==> config.mk <==
export PLATFORM = sky130hd
export DESIGN_NAME = udtb_table_base
export DESIGN_NICKNAME = d
export VERILOG_FILES = /design/src/udtb_pkg.sv /design/src/udtb_table_base.sv /design/src/udtb_page_reg.sv /design/src/udtb_addr_decode.sv
export SDC_FILE = /design/constraint.sdc
export NUM_CORES = 1
export LEC_CHECK = 0
export BUFFER_PORTS_ARGS = -buffer_cell sky130_fd_sc_hd__buf_2
export CORE_ASPECT_RATIO = 0.9
export CORE_MARGIN = 2
export CORE_UTILIZATION = 48
export CTS_BUF_LIST = sky130_fd_sc_hd__clkbuf_4 sky130_fd_sc_hd__clkbuf_8 sky130_fd_sc_hd__clkbuf_16
export CTS_CLUSTER_DIAMETER = 80
export CTS_CLUSTER_SIZE = 20
export DETAILED_ROUTE_END_ITERATION = 10
export PLACE_DENSITY = 0.82
export SETUP_SLACK_MARGIN = 0.5
export SLEW_MARGIN = 20
export SYNTH_ARGS = -nofsm -noshare
export SYNTH_HDL_FRONTEND = slang
export SYNTH_SLANG_ARGS = --single-unit
export TNS_END_PERCENT = 30
==> constraint.sdc <==
create_clock -name pclk -period 4.6 [get_ports pclk]
set_input_delay 1.38 -clock pclk [delete_from_list [all_inputs] [get_ports pclk]]
set_output_delay 1.38 -clock pclk [all_outputs]
set_load 0.03 [all_outputs]
==> src/udtb_pkg.sv <==
// Package: register map, field layout and reset values of the table base block
package udtb_pkg;
  localparam int unsigned UDTB_ADDR_W = 12;
  localparam logic [11:0] UDTB_OFS_PAGE_LOW = 12'h000;
  localparam logic [11:0] UDTB_OFS_PAGE_MID = 12'h004;
  localparam logic [11:0] UDTB_OFS_PAGE_HIGH = 12'h008;
  localparam logic [7:0] UDTB_LOW_WMASK = 8'hFE;
  localparam logic [7:0] UDTB_MID_WMASK = 8'hFF;
  localparam logic [7:0] UDTB_HIGH_WMASK = 8'hFF;
  localparam logic [7:0] UDTB_PAGE_RST = 8'h00;
  localparam logic [8:0] UDTB_ALIGN_ZERO = 9'h000;
  localparam logic [31:0] UDTB_RDATA_ZERO = 32'h00000000;
  typedef enum logic [1:0] {
    UDTB_SEL_LOW,
    UDTB_SEL_MID,
    UDTB_SEL_HIGH,
    UDTB_SEL_NONE
  } udtb_sel_t;
endpackage

==> src/udtb_table_base.sv <==
// Descriptor table base address registers with an APB slave port
// Operation
// - Low page bits 7..1 are writable and give address bits 15..9.
// - Low page bit 0 is absent and always reads zero.
// - Mid page bits 7..0 are writable and give address bits 23..16.
// - High page bits 7..0 are writable and give address bits 31..24.
// - Table base is the three fields joined, bits 8..0 forced to zero.
// - Bits 31..8 of every page register read as zero.
//
// Added by the designer: the address map and the APB slave port.
`timescale 1ns/100ps
`default_nettype none
module udtb_table_base
  import udtb_pkg::*;
(
  input wire logic pclk,
  input wire logic presetn,
  input wire logic psel,
  input wire logic penable,
  input wire logic pwrite,
  input wire logic [UDTB_ADDR_W-1:0] paddr,
  input wire logic [31:0] pwdata,
  input wire logic [3:0] pstrb,
  output logic [31:0] prdata,
  output logic pready,
  output logic pslverr,
  output logic [31:0] table_base_addr
);
  // Access timing: a transfer is a setup cycle followed by an access cycle.
  // The register is selected and its byte captured at the setup edge, so
  // read data stands in a flop for the whole access phase.
  // A write lands at the access edge, and the assembled pointer follows one
  // edge later. The descriptor fetch logic sees that as a one-cycle lag.
  // Offsets that decode to nothing answer with an error and zero data.
  // Writes to them are dropped.
  // Only byte lane 0 carries register data, so a write whose lane 0 strobe
  // is low leaves the register as it was.
  // An access that was not preceded by its setup cycle is ignored, so a
  // glitching master cannot store a half-formed value.
  // Limitation: the pointer is not guarded against a write that lands while
  // the controller is fetching descriptors. Software must change it only
  // while the controller is idle, and write the high page last if it wants
  // the pointer to move in one step as seen from the high bits.
  // Trade-off: ready is a flop, low for one edge after reset, so the first
  // transfer after reset may see one wait state.

  // Bus phase of the cycle just ended, as seen from the slave
  typedef enum logic [1:0] {
    UDTB_PH_IDLE,
    UDTB_PH_SETUP,
    UDTB_PH_ACCESS
  } udtb_phase_t;

  udtb_sel_t sel;
  udtb_phase_t phase_q;
  udtb_phase_t phase_d;
  logic [7:0] low_val;
  logic [7:0] mid_val;
  logic [7:0] high_val;
  logic setup_now;
  logic access_now;
  logic access_legal;
  logic wr_ok;
  logic wr_low;
  logic wr_mid;
  logic wr_high;
  logic [31:0] prdata_q;
  logic [31:0] prdata_d;
  logic pslverr_q;
  logic pslverr_d;
  logic pready_q;
  logic pready_d;
  logic [31:0] base_q;
  logic [31:0] base_d;

  // Widen one page byte into a bus word; bits 31..8 stay zero
  function automatic logic [31:0] udtb_word_of(input logic [7:0] page);
    logic [31:0] word;
    word = UDTB_RDATA_ZERO;
    word[7:0] = page;
    return word;
  endfunction

  // Read data for a decoded register; an unmapped offset yields zero
  function automatic logic [31:0] udtb_read_mux(
    input udtb_sel_t which,
    input logic [7:0] low,
    input logic [7:0] mid,
    input logic [7:0] high
  );
    logic [31:0] word;
    word = UDTB_RDATA_ZERO;
    case (which)
      UDTB_SEL_LOW: word = udtb_word_of(low);
      UDTB_SEL_MID: word = udtb_word_of(mid);
      UDTB_SEL_HIGH: word = udtb_word_of(high);
      default: word = UDTB_RDATA_ZERO;
    endcase
    return word;
  endfunction

  // True when the decoded register exists
  function automatic logic udtb_mapped(input udtb_sel_t which);
    return which != UDTB_SEL_NONE;
  endfunction

  // Pointer assembly; the alignment bits are tied off, never stored
  function automatic logic [31:0] udtb_base_of(
    input logic [7:0] high,
    input logic [7:0] mid,
    input logic [7:0] low
  );
    return {high, mid, low[7:1], UDTB_ALIGN_ZERO};
  endfunction

  // Elaboration checks on the layout the logic below relies on
  // Bit 0 of the low page is absent: a mask that kept it would store it
  if (UDTB_LOW_WMASK[0] != 1'b0) begin : g_chk_low_mask
    $error("low page write mask must leave bit 0 out");
  end

  // The mid and high pages are implemented in full
  if ((UDTB_MID_WMASK != 8'hFF) || (UDTB_HIGH_WMASK != 8'hFF)) begin : g_chk_full_mask
    $error("mid and high page write masks must cover all eight bits");
  end

  // Reset value must lie inside the write mask, or an absent bit reads set
  if ((UDTB_PAGE_RST & ~UDTB_LOW_WMASK) != 8'h00) begin : g_chk_rst_low
    $error("low page reset value sets an absent bit");
  end

  // Offsets are compared whole, so they must be as wide as the address port
  if ($bits(UDTB_OFS_PAGE_LOW) != UDTB_ADDR_W) begin : g_chk_addr_w
    $error("register offsets and address port differ in width");
  end

  // Each register is one aligned word
  if ((UDTB_OFS_PAGE_LOW[1:0] != 2'b00) || (UDTB_OFS_PAGE_MID[1:0] != 2'b00) ||
      (UDTB_OFS_PAGE_HIGH[1:0] != 2'b00)) begin : g_chk_align
    $error("register offsets must be word aligned");
  end

  // Overlapping offsets would make two registers answer at once
  if ((UDTB_OFS_PAGE_LOW == UDTB_OFS_PAGE_MID) || (UDTB_OFS_PAGE_MID == UDTB_OFS_PAGE_HIGH) ||
      (UDTB_OFS_PAGE_LOW == UDTB_OFS_PAGE_HIGH)) begin : g_chk_distinct
    $error("register offsets must all differ");
  end

  // Full address compare; aliases fall to the unmapped select

  udtb_addr_decode u_dec (
    .addr(paddr),
    .sel(sel)
  );

  // Bus phase decode from the controls of this cycle
  assign setup_now = psel && !penable;
  assign access_now = psel && penable;

  // Phase tracker: remembers whether the next cycle may complete an access;
  // an access only stays open while ready is low
  always_comb begin
    phase_d = UDTB_PH_IDLE;
    case (phase_q)
      UDTB_PH_IDLE: begin
        if (setup_now) begin
          phase_d = UDTB_PH_SETUP;
        end
      end
      UDTB_PH_SETUP: begin
        if (setup_now) begin
          phase_d = UDTB_PH_SETUP;
        end else if (access_now && !pready_q) begin
          phase_d = UDTB_PH_ACCESS;
        end
      end
      UDTB_PH_ACCESS: begin
        if (setup_now) begin
          phase_d = UDTB_PH_SETUP;
        end else if (access_now && !pready_q) begin
          phase_d = UDTB_PH_ACCESS;
        end
      end
      default: begin
        phase_d = UDTB_PH_IDLE;
      end
    endcase
  end

  // An access counts only after its setup and only with ready high, so a
  // stray penable or the reset-release cycle can never store a value
  assign access_legal = access_now && pready_q && (phase_q != UDTB_PH_IDLE);

  // write needs lane 0 and a mapped register
  assign wr_ok = access_legal && pwrite && pstrb[0] && udtb_mapped(sel);
  assign wr_low = wr_ok && (sel == UDTB_SEL_LOW);
  assign wr_mid = wr_ok && (sel == UDTB_SEL_MID);
  assign wr_high = wr_ok && (sel == UDTB_SEL_HIGH);

  udtb_page_reg #(.WMASK(UDTB_LOW_WMASK)) u_low (
    .pclk(pclk),
    .presetn(presetn),
    .wr_en(wr_low),
    .wr_data(pwdata[7:0]),
    .value(low_val)
  );

  udtb_page_reg #(.WMASK(UDTB_MID_WMASK)) u_mid (
    .pclk(pclk),
    .presetn(presetn),
    .wr_en(wr_mid),
    .wr_data(pwdata[7:0]),
    .value(mid_val)
  );

  udtb_page_reg #(.WMASK(UDTB_HIGH_WMASK)) u_high (
    .pclk(pclk),
    .presetn(presetn),
    .wr_en(wr_high),
    .wr_data(pwdata[7:0]),
    .value(high_val)
  );

  // Read data captured in setup so it stands valid through the access phase;
  // costs a flop stage but keeps prdata straight from a register
  always_comb begin
    prdata_d = UDTB_RDATA_ZERO;
    pslverr_d = 1'b0;
    if (setup_now) begin
      prdata_d = udtb_read_mux(sel, low_val, mid_val, high_val);
      // Unmapped offsets answer with an error and zero data
      pslverr_d = !udtb_mapped(sel);
    end else if (access_now) begin
      // Hold while the access lasts, including a wait before ready
      prdata_d = prdata_q;
      pslverr_d = pslverr_q;
    end
  end

  always_comb begin
    base_d = udtb_base_of(high_val, mid_val, low_val);
  end

  // Zero-wait slave: ready rises at the first edge after reset and stays up;
  // a flop rather than a tie so the output comes from a register
  always_comb begin
    pready_d = 1'b1;
  end

  // Phase tracker register
  always_ff @(posedge pclk or negedge presetn) begin
    if (!presetn) begin
      phase_q <= UDTB_PH_IDLE;
    end else begin
      phase_q <= phase_d;
    end
  end

  // Read data and error registers
  always_ff @(posedge pclk or negedge presetn) begin
    if (!presetn) begin
      prdata_q <= UDTB_RDATA_ZERO;
      pslverr_q <= 1'b0;
    end else begin
      prdata_q <= prdata_d;
      pslverr_q <= pslverr_d;
    end
  end

  // Ready register
  always_ff @(posedge pclk or negedge presetn) begin
    if (!presetn) begin
      pready_q <= 1'b0;
    end else begin
      pready_q <= pready_d;
    end
  end

  always_ff @(posedge pclk or negedge presetn) begin
    if (!presetn) begin
      base_q <= UDTB_RDATA_ZERO;
    end else begin
      base_q <= base_d;
    end
  end

  // Every output comes straight from a flop
  assign prdata = prdata_q;
  assign pslverr = pslverr_q;
  assign pready = pready_q;
  assign table_base_addr = base_q;
endmodule
`default_nettype wire

==> src/udtb_page_reg.sv <==
// One 8-bit page register with a write mask of implemented bits
`timescale 1ns/100ps
`default_nettype none
module udtb_page_reg
  import udtb_pkg::*;
#(
  parameter logic [7:0] WMASK = 8'hFF
) (
  input wire logic pclk,
  input wire logic presetn,
  input wire logic wr_en,
  input wire logic [7:0] wr_data,
  output logic [7:0] value
);
  logic [7:0] page_q;
  logic [7:0] page_d;

  always_comb begin
    page_d = page_q;
    if (wr_en) begin
      page_d = wr_data & WMASK;
    end
  end

  always_ff @(posedge pclk or negedge presetn) begin
    if (!presetn) begin
      page_q <= UDTB_PAGE_RST;
    end else begin
      page_q <= page_d;
    end
  end

  assign value = page_q;
endmodule
`default_nettype wire

==> src/udtb_addr_decode.sv <==
// Address decoder mapping an APB byte address onto a page register
`timescale 1ns/100ps
`default_nettype none
module udtb_addr_decode
  import udtb_pkg::*;
(
  input wire logic [UDTB_ADDR_W-1:0] addr,
  output udtb_sel_t sel
);
  // Full compare, so aliases and unaligned addresses fall to none
  always_comb begin
    case (addr)
      UDTB_OFS_PAGE_LOW: sel = UDTB_SEL_LOW;
      UDTB_OFS_PAGE_MID: sel = UDTB_SEL_MID;
      UDTB_OFS_PAGE_HIGH: sel = UDTB_SEL_HIGH;
      default: sel = UDTB_SEL_NONE;
    endcase
  end
endmodule
`default_nettype wire

==> impl_metrics.toml, run 1 <==
[run_status]
status = "completed"

[critical_path]
critical_path.max_stage_delay_ns = 0.54
endpoint_type_of_the_worst_setup_path = "flip-flop"
cpLargestDelayFamily = "simple AND/OR/NAND/NOR gates"
worst_r2r_path_depth = 6
r2r-end = "u_mid.value[4]"
crit_path_max_fo = 8
r2r_start = "phase_q[0]"
crit_slowest_cell = "or4_4"
worst-endpoint-arrival_ns = 3.40
setup.reg_to_reg.worst_slack_ns = 2.66
worst_setup_path_endpoint = "u_high.value[7]"
critical_path_buf_inv_count = 2
critPathKind = "input pin to flip-flop"
setup.worst_path.start_class = "input pin"
crit_cells = 6
cell_by_cell_listing_of_the_critical_path = "buf_2 > or4_4 > nor4_4 > buf_4 > nand3_2 > mux2_2"
required_ns = 4.81
setup.worst_path.start = "paddr[9]"

[clocking]
cts_max_level = 3
postCtsSetupBuffers = 0
tritoncts.num_buffers = 9
cts.clk_slew.worst_paths_ns = 0.06
postCtsHoldBufs = 0
clock_net_sink_count = 58
post_cts_resized = 0
clock_tree_from_tritoncts = "yes"
cts_buffer_depth = 2
clock_insertion_delay_worst_skew_ns = 0.33
cts.root.buffer_cell = "clkbuf_8"

[sta]
slew_violations = 0
fin_worst_skew_ns = 0.00455
grt_setup_unrepaired = "no"
final_cycle_share_pct = 69.3
worstMarginPinSlew_ns = 0.959
setup-tns-final_ns = 0
finalSetupViolations = 0
finalWorstPathRequiredPeriod_ns = 3.19
maxSlewHeadroom_pct = 35.6
report.final.hold_viol_count = 0
fmax_mhz = 314
final_critical_path_setup_slack_ns = 1.41

[floorplan]
dieArea_sq_mm = 0.00549
initial_core_utilization_pct = 49.4
core-area_sq_mm = 0.00477
die_h_microns = 70.5
core.rowCount = 24
ioPinCount = 119
die_width_microns = 77.9

[detailed_routing]
wl_per_cell_microns = 14.4
post_drt_via_cell_ratio = 4.76
drt-pass1-iter-count = 4
antenna_violating_nets_post_route = 0
routed_wl_microns = 4420
route.detailed.drc = 0
detailedRoute.firstIterationViolations = 58
routed-via-count = 1465

[global_routing]
antenna_found_initial = 0
grt_first_pass_wirelength_microns = 6720
first_global_vias = 1314
grt_max_degree = 42
globalRoute.totalOverflow = 0
grtUsageTotal_pct = 16.8

[yosys]
post_synth_instance_area_sq_mm = 0.00236
synthesis.yosys.warnings = 0
netlist_instances = 172
synthDistinctLibCells = 26
synth_area_leader_cell = "dfrtp_1"
yosys_register_bits = 58
yosys.area.top_type_share_pct = 61.5
postSynthAreaPerCell_sq_um = 13.7
synth_top_cells_by_area = "dfrtp_1 62%, mux2_2 11%, buf_4 11%"
synth_seq_area_share_pct = 61.5

[layout]
drive_above_1_share_pct = 42.8
antennaDiodeCount = 0
syn2layout_area_growth_pct = 19.5
nets = 293
fillCellCount = 385

[pwr]
power.ir.vdd_worst_mv = 0.192
pwr-share-clk_pct = 46.6
p_comb_share_pct = 6.9
power.density_cell_area_mw_per_mm2 = 391
leakage_nw = 1.54
power.switching_mw = 0.254
netSwitchingFraction_pct = 23.0
cell_internal_pwr_mw = 0.849
portion_of_total_power_attributed_to_sequential_cells_pct = 46.5

[placed_design]
pre_cts_slack_ns = 1.09
gp_routability_congestion = 0.710
detailedPlacementHpwl_microns = 3020
port_buffers = 58

[worst_hold_path]
min-delay-path-class = "flip-flop to flip-flop"

[job]
max-cap-violations = 0
-- layer usage --
layer | track usage (%) | vias to the layer above | part of all wire [%]
met4 | 8.19 | 0 | 2.1
li1 | - | 670 | -
met2 | 25.6 | 65 | 48
met1 | 21.7 | 720 | 42
met5 | 0 | - | 0
met3 | 5.94 | 10 | 8.3
-- cells by family after synthesis --
group	Yosys count	share of synthesized area [%]
DFF	58	61.5
buffers and inverters	40	11.9
AOI/OAI and AO/OA	27	7.69
muxes	23	11.0
and+or+nand+nor	20	6.47
adders and majority gates	2	1.06
other	2	0.318
-- cells in the final DEF (no fill, tap or decap), drive strengths merged --
cell type and count:
mux2 23, dfrtp 58, bufinv 2, buf 60, or4 2, nor2 3, conb 34, a22oi 8
and2 1, nor4 1, a21oi 3, nand3 3, a32oi 7, nor3 2, clkinv 2, nand2b 1
nand2 3, inv 3, o21ai 9, ha 2, nor2b 2, clkbuf 11, nand4b 1, clkinvlp 1
nor4b 1
-- flip-flops by register name, indices dropped and copies added (netlist names) --
signal and flops:
phase_q 2, prdata 8, pready 1, pslverr 1, table_base_addr 23, u_high.value 8
u_low.value 7, u_mid.value 8
-- worst min path at each step --
stage                    startpoint             endpoint  slack (ns)  cells after the start
detailed placement   u_mid.value[3]  table_base_addr[19]        0.39                      0
CTS                 u_high.value[4]  table_base_addr[28]        0.40                      0
global placement     u_mid.value[6]  table_base_addr[22]        0.38                      0
global route         u_low.value[4]  table_base_addr[12]        0.42                      0
floorplan            u_low.value[2]  table_base_addr[10]        0.37                      0
finish              u_high.value[4]  table_base_addr[28]        0.40                      0
-- power groups by stage --
stage	combinational (mW)	clock (mW)	sequential, mW
6_report	0.0758	0.513	0.513
3_3_place_gp	0.0745	0	0.522
4_1_cts	0.0757	0.524	0.513
5_1_grt	0.0821	0.548	0.513
2_1_floorplan	0.0669	0	0.525
3_5_place_dp	0.0756	0	0.522
-- Yosys cell counts, drive strengths merged --
master and count:
and2 1, clkbuf 2, a32oi 7, ha 2, a22oi 8, or4 2, nand2 3, conb 2
nor2 3, nor3 2, dfrtp 58, inv 3, nor4 1, nor4b 1, nand3 3, a21oi 3
o21ai 9, buf 35, mux2 23, nand4b 1, nand2b 1, nor2b 2
-- stage by stage --
stage                     utilization, %  area (sq um)  hold WS, ns  power [mW]  std cells
final                               59.0          2820        0.399        1.10        308
after global routing                59.0          2820        0.416        1.14        308
after CTS                           59.0          2820        0.400        1.11        308
after detailed placement            54.4          2590        0.386       0.598        292
after global placement              54.4          2590        0.380       0.597        292
after floorplan                        -          2480        0.369       0.591        204
-- layout make-up --
class / count / area, sq um / area share, %
clock buffers: 11 / 145 / 5.15
clock inverters: 5 / 77.6 / 2.75
inverters: 3 / 11.3 / 0.400
multi-input cells: 106 / 746 / 26.5
flip-flops and latches: 58 / 1450 / 51.5
well taps: 65 / 81.3 / 2.89
repair buffers: 60 / 305 / 10.8
Power figures use the tool's default switching activity.
==> run 2, diff against run 1 <==
CORE_UTILIZATION = 41   (was 48)
PLACE_DENSITY = 0.74   (was 0.82)
clock period = 2.83 ns   (was 4.6 ns; I/O delays follow)
==> run 2 against run 1 <==
Compared with the run above: sequential power is 63% higher; via count is 1.1% higher; flip-flop and latch count stayed put; clock skew is 0.0012 ns higher; sequential share of layout area is 0.39 points lower; largest cell class unchanged; largest power group unchanged; highest routed layer unchanged.
==> impl_metrics.toml, run 2 (same netlist as run 1, synthesis figures left out) <==
[pwr]
power.switching_mw = 0.400
p_comb_share_pct = 7.4
pwr-share-clk_pct = 43.4
power.density_cell_area_mw_per_mm2 = 598
netSwitchingFraction_pct = 23.5
portion_of_total_power_attributed_to_sequential_cells_pct = 49.1
finalPower_mw = 1.70
leakage_nw = 1.55
power.ir.vdd_worst_mv = 0.429
cell_internal_pwr_mw = 1.30

[sta]
slew_violations = 0
grt_setup_unrepaired = "yes"
fmax_mhz = 430
final_critical_path_setup_slack_ns = 0.507
finalWorstPathRequiredPeriod_ns = 2.32
fin_worst_skew_ns = 0.00576
worstMarginPinSlew_ns = 0.895
finalSetupViolations = 0
maxSlewHeadroom_pct = 40.2
whs_ns = 0.395
final_cycle_share_pct = 82.1
report.final.hold_viol_count = 0

[layout]
final_cell_mix = "58 x buf_2, 58 x dfrtp_1, 34 x conb_1"
antennaDiodeCount = 0
finalInstanceArea_sq_mm = 0.00284
post_route_utilization_pct = 50.4
fillCellCount = 522
nets = 296
flip_flop_and_latch_area_sq_mm = 0.00145
multi_input_comb_area_sq_um = 756
drive_above_1_share_pct = 43.7
flip_flop_count_of_the_largest_register_all_copies_and_words_added = 23
syn2layout_area_growth_pct = 20.4

[detailed_routing]
routed_wl_microns = 4560
post_drt_via_cell_ratio = 4.70
routed-via-count = 1481
drt-pass1-iter-count = 4
route.detailed.drc = 0
detailedRoute.firstIterationViolations = 54
wl_per_cell_microns = 14.5
antenna_violating_nets_post_route = 0

[critical_path]
endpoint_type_of_the_worst_setup_path = "flip-flop"
setup.reg_to_reg.worst_slack_ns = 0.83
crit_path_max_fo = 8
worst_r2r_path_depth = 6
worst-endpoint-arrival_ns = 2.54
r2r-end = "u_mid.value[7]"
setup.worst_path.start_class = "input pin"
critPathKind = "input pin to flip-flop"
required_ns = 3.05
r2r_start = "phase_q[0]"

[worst_hold_path]
hold_critical_path_endpoint = "table_base_addr[25]"
holdPathStages = 0
worstHoldStart = "u_high.value[1]"
min-delay-path-class = "flip-flop to flip-flop"

[job]
max-cap-violations = 0

[placed_design]
pre_cts_slack_ns = -0.00290
detailedPlacementHpwl_microns = 3110
gp_routability_congestion = 0.743
place_area_sq_mm = 0.00263
port_buffers = 58

[floorplan]
die_width_microns = 83.9
dieArea_sq_mm = 0.00638
ioPinCount = 119
core.rowCount = 26
die_h_microns = 76.0
initial_core_utilization_pct = 41.9
core-area_sq_mm = 0.00563

[clocking]
cts_max_level = 3
clock_tree_from_tritoncts = "yes"
clock_insertion_delay_worst_skew_ns = 0.33
cts_buffer_depth = 2
cts.clk_slew.worst_paths_ns = 0.06
clock_net_sink_count = 58
postCtsHoldBufs = 0
tritoncts.num_buffers = 9
cts.root.buffer_cell = "clkbuf_8"

[global_routing]
globalRoute.totalOverflow = 0
grt_max_degree = 59
grt_first_pass_wirelength_microns = 7150
antenna_found_initial = 0
first_global_vias = 1382
grtUsageTotal_pct = 15.2

[run_status]
status = "completed"
[run 2: worst max path at each step]
stage / slack [ns] / cells after the start / end / from
finish: 0.51 / 6 / u_high.value[6] / paddr[9]
global route: 0.48 / 6 / u_high.value[5] / paddr[9]
CTS: 0.48 / 7 / prdata[0] / paddr[9]
detailed placement: -0.003 / 5 / u_high.value[0] / paddr[9]
global placement: 0.07 / 5 / u_high.value[0] / paddr[9]
floorplan: 0.44 / 5 / u_low.value[1] / paddr[9]
[run 2: repair_timing]
action                                  4_1_cts  5_1_grt
buffers inserted                              1        0
hold endpoints to repair                      0        0
resized for setup                             1        1
pin swaps                                     1        0
endpoints found under the setup margin       18       19
[run 2: stage by stage]
stage	std cells	TNS, ns
2_1_floorplan	204	0
3_3_place_gp	299	0
3_5_place_dp	299	-0.00372
4_1_cts	315	0
5_1_grt	315	0
6_report	315	0
[run 2: final cells by class]
type,instances,area share (%)
Inverter,3,0.397
Tap cell,70,3.09
Timing Repair Buffer,63,12.0
Clock inverter,3,1.41
Clock buffer,12,5.38
Sequential cell,58,51.1
Multi-Input combinational cell,106,26.6
[run 2: worst max-delay path, cell delays in order]
cell and delay, ns:
buf_2 0.09, or4_4 0.53, nor4_4 0.33, buf_4 0.21
nand3_4 0.17, mux2_2 0.34
[run 2: power groups by stage]
stage          sequential, mW  combinational (mW)  clock (mW)
5_1_grt                 0.834               0.138       0.796
6_report                0.834               0.126       0.737
3_5_place_dp            0.849               0.126           0
2_1_floorplan           0.853               0.109           0
4_1_cts                 0.834               0.127       0.759
3_3_place_gp            0.849               0.124           0
[run 2: per-layer routing]
metal | share of wire [%] | global-route usage, % | vias to the layer above
met4 | 0.97 | 5.32 | 0
met5 | 0 | 0 | -
met1 | 42 | 18.7 | 729
li1 | - | - | 683
met3 | 8.1 | 8.17 | 6
met2 | 49 | 22.8 | 63
==> run 3, diff against run 2 <==
CORE_UTILIZATION = 45   (was 41)
PLACE_DENSITY = 0.77   (was 0.74)
clock period = 2.2 ns   (was 2.83 ns; I/O delays follow)
==> run 3 against run 2 <==
Compared with the run above: first-iteration DRC count up 46%; largest power group unchanged; sequential power up 28%; utilization up 7.9 points; highest routed layer unchanged; cell count down 0.32%; combinational power up 34%; sequential share of layout area down 0.91 points; die area down 8.4%; clock skew up 0.00068 ns; critical endpoint is now u_mid.value[6].
==> impl_metrics.toml, run 3 (same netlist as run 1, synthesis figures left out) <==
[job]
max-cap-violations = 0

[placed_design]
placed_cells_incl_taps = 298
place_area_sq_mm = 0.00265
port_buffers = 58
gp_routability_congestion = 0.761
detailedPlacementHpwl_microns = 3090
pre_cts_slack_ns = -0.267

[layout]
syn2layout_area_growth_pct = 22.5
layout.cells.non_filler = 314
drive_above_1_share_pct = 45.4
nets = 302
final_cell_mix = "58 x dfrtp_1, 57 x buf_2, 34 x conb_1"
flip_flop_count_of_the_largest_register_all_copies_and_words_added = 23
most_common_cell_after_layout_fill_and_taps_aside = "dfrtp_1"
post_route_utilization_pct = 58.3
finalInstanceArea_sq_mm = 0.00289
antennaDiodeCount = 0

[sta]
final_cycle_share_pct = 91.0
finalSetupViolations = 0
fmax_mhz = 500
report.final.hold_viol_count = 0
fin_worst_skew_ns = 0.00644
slew_violations = 0
whs_ns = 0.324
grt_setup_unrepaired = "yes"
finalWorstPathRequiredPeriod_ns = 2.00
setup-tns-final_ns = 0
final_critical_path_setup_slack_ns = 0.198

[critical_path]
endpoint_type_of_the_worst_setup_path = "flip-flop"
crit_top_cell = "buf_6"
cell_by_cell_listing_of_the_critical_path = "buf_6 > or4_4 > nor4_4 > buf_6 > nand3_4 > mux2_2"
worst-endpoint-arrival_ns = 2.20
critPathKind = "input pin to flip-flop"
setup.worst_path.start_class = "input pin"
crit_path_max_fo = 8
crit_slowest_cell = "or4_4"
cpLargestDelayFamily = "simple AND/OR/NAND/NOR gates"
critical_path.max_stage_delay_ns = 0.53
required_ns = 2.40
critical_path_buf_inv_count = 2

[global_routing]
globalRoute.totalOverflow = 0
grt_first_pass_wirelength_microns = 6950
grtUsageTotal_pct = 16.7
first_global_vias = 1486
antenna_found_initial = 0
grt_max_degree = 59

[clocking]
tritoncts.num_buffers = 9
cts.clk_slew.worst_paths_ns = 0.06
cts_buffer_depth = 2
clock_insertion_delay_worst_skew_ns = 0.33
cts.root.buffer_cell = "clkbuf_8"
clock_tree_from_tritoncts = "yes"
clock_net_sink_count = 58
cts_max_level = 3
postCtsHoldBufs = 0

[floorplan]
ioPinCount = 119
dieArea_sq_mm = 0.00584
initial_core_utilization_pct = 47.6
core-area_sq_mm = 0.00495
die_h_microns = 72.7
die_width_microns = 80.3
core.rowCount = 24

[pwr]
leakage_nw = 1.57
power.density_cell_area_mw_per_mm2 = 702
power.ir.vdd_worst_mv = 0.483
finalPower_mw = 2.03

[worst_hold_path]
min-delay-path-class = "input pin to asynchronous set/reset pin"

[detailed_routing]
routed_wl_microns = 4650
route.detailed.drc = 0
wl_per_cell_microns = 14.8
routed-via-count = 1479
detailedRoute.firstIterationViolations = 79
post_drt_via_cell_ratio = 4.71
drt-pass1-iter-count = 4
antenna_violating_nets_post_route = 0

[run_status]
status = "completed"
-- run 3: area by class of cell --
cell class / instances / area [sq um]
Clock buffer: 12 / 146
Multi-Input combinational cell: 106 / 783
Clock inverter: 1 / 5.00
Tap cell: 65 / 81.3
Inverter: 3 / 11.3
Sequential cell: 58 / 1450
Fill cell: 409 / 2060
Timing Repair Buffer: 69 / 412
-- run 3: timing repair --
action                     CTS  global route
resized for setup            4             8
pin swaps                    0             1
buffers inserted             0             3
setup endpoints to repair   32            32
-- run 3: metal layers --
| layer | global-route usage, % | routed length [microns] | vias to the layer above | share of wire, % |
|---|---|---|---|---|
| met5 | 0 | 0 | - | 0 |
| li1 | - | - | 687 | - |
| met2 | 26.6 | 2350 | 68 | 51 |
| met4 | 7.16 | 19 | 0 | 0.41 |
| met1 | 19.6 | 1910 | 720 | 41 |
| met3 | 7.67 | 371 | 4 | 8.0 |
-- run 3: path summary, 6_finish.rpt --
kind / startpoint / end / slack [ns] / depth (start not counted)
max in group asynchronous: presetn / table_base_addr[26] / 1.62 / 2
worst min-delay path: presetn / u_high.value[0] / 0.32 / 2
worst max register to register: phase_q[0] / u_high.value[5] / 0.42 / 6
worst max-delay path: paddr[9] / u_mid.value[6] / 0.20 / 6
worst min register to register: u_mid.value[3] / table_base_addr[19] / 0.40 / 0
min in group pclk: u_mid.value[3] / table_base_addr[19] / 0.40 / 0
-- run 3: power by group --
part           total, mW  leakage, nW  switching [mW]  internal (mW)
clock              0.786       0.0824           0.361          0.425
sequential          1.07        0.806         0.00198           1.07
combinational      0.169        0.678           0.135         0.0343
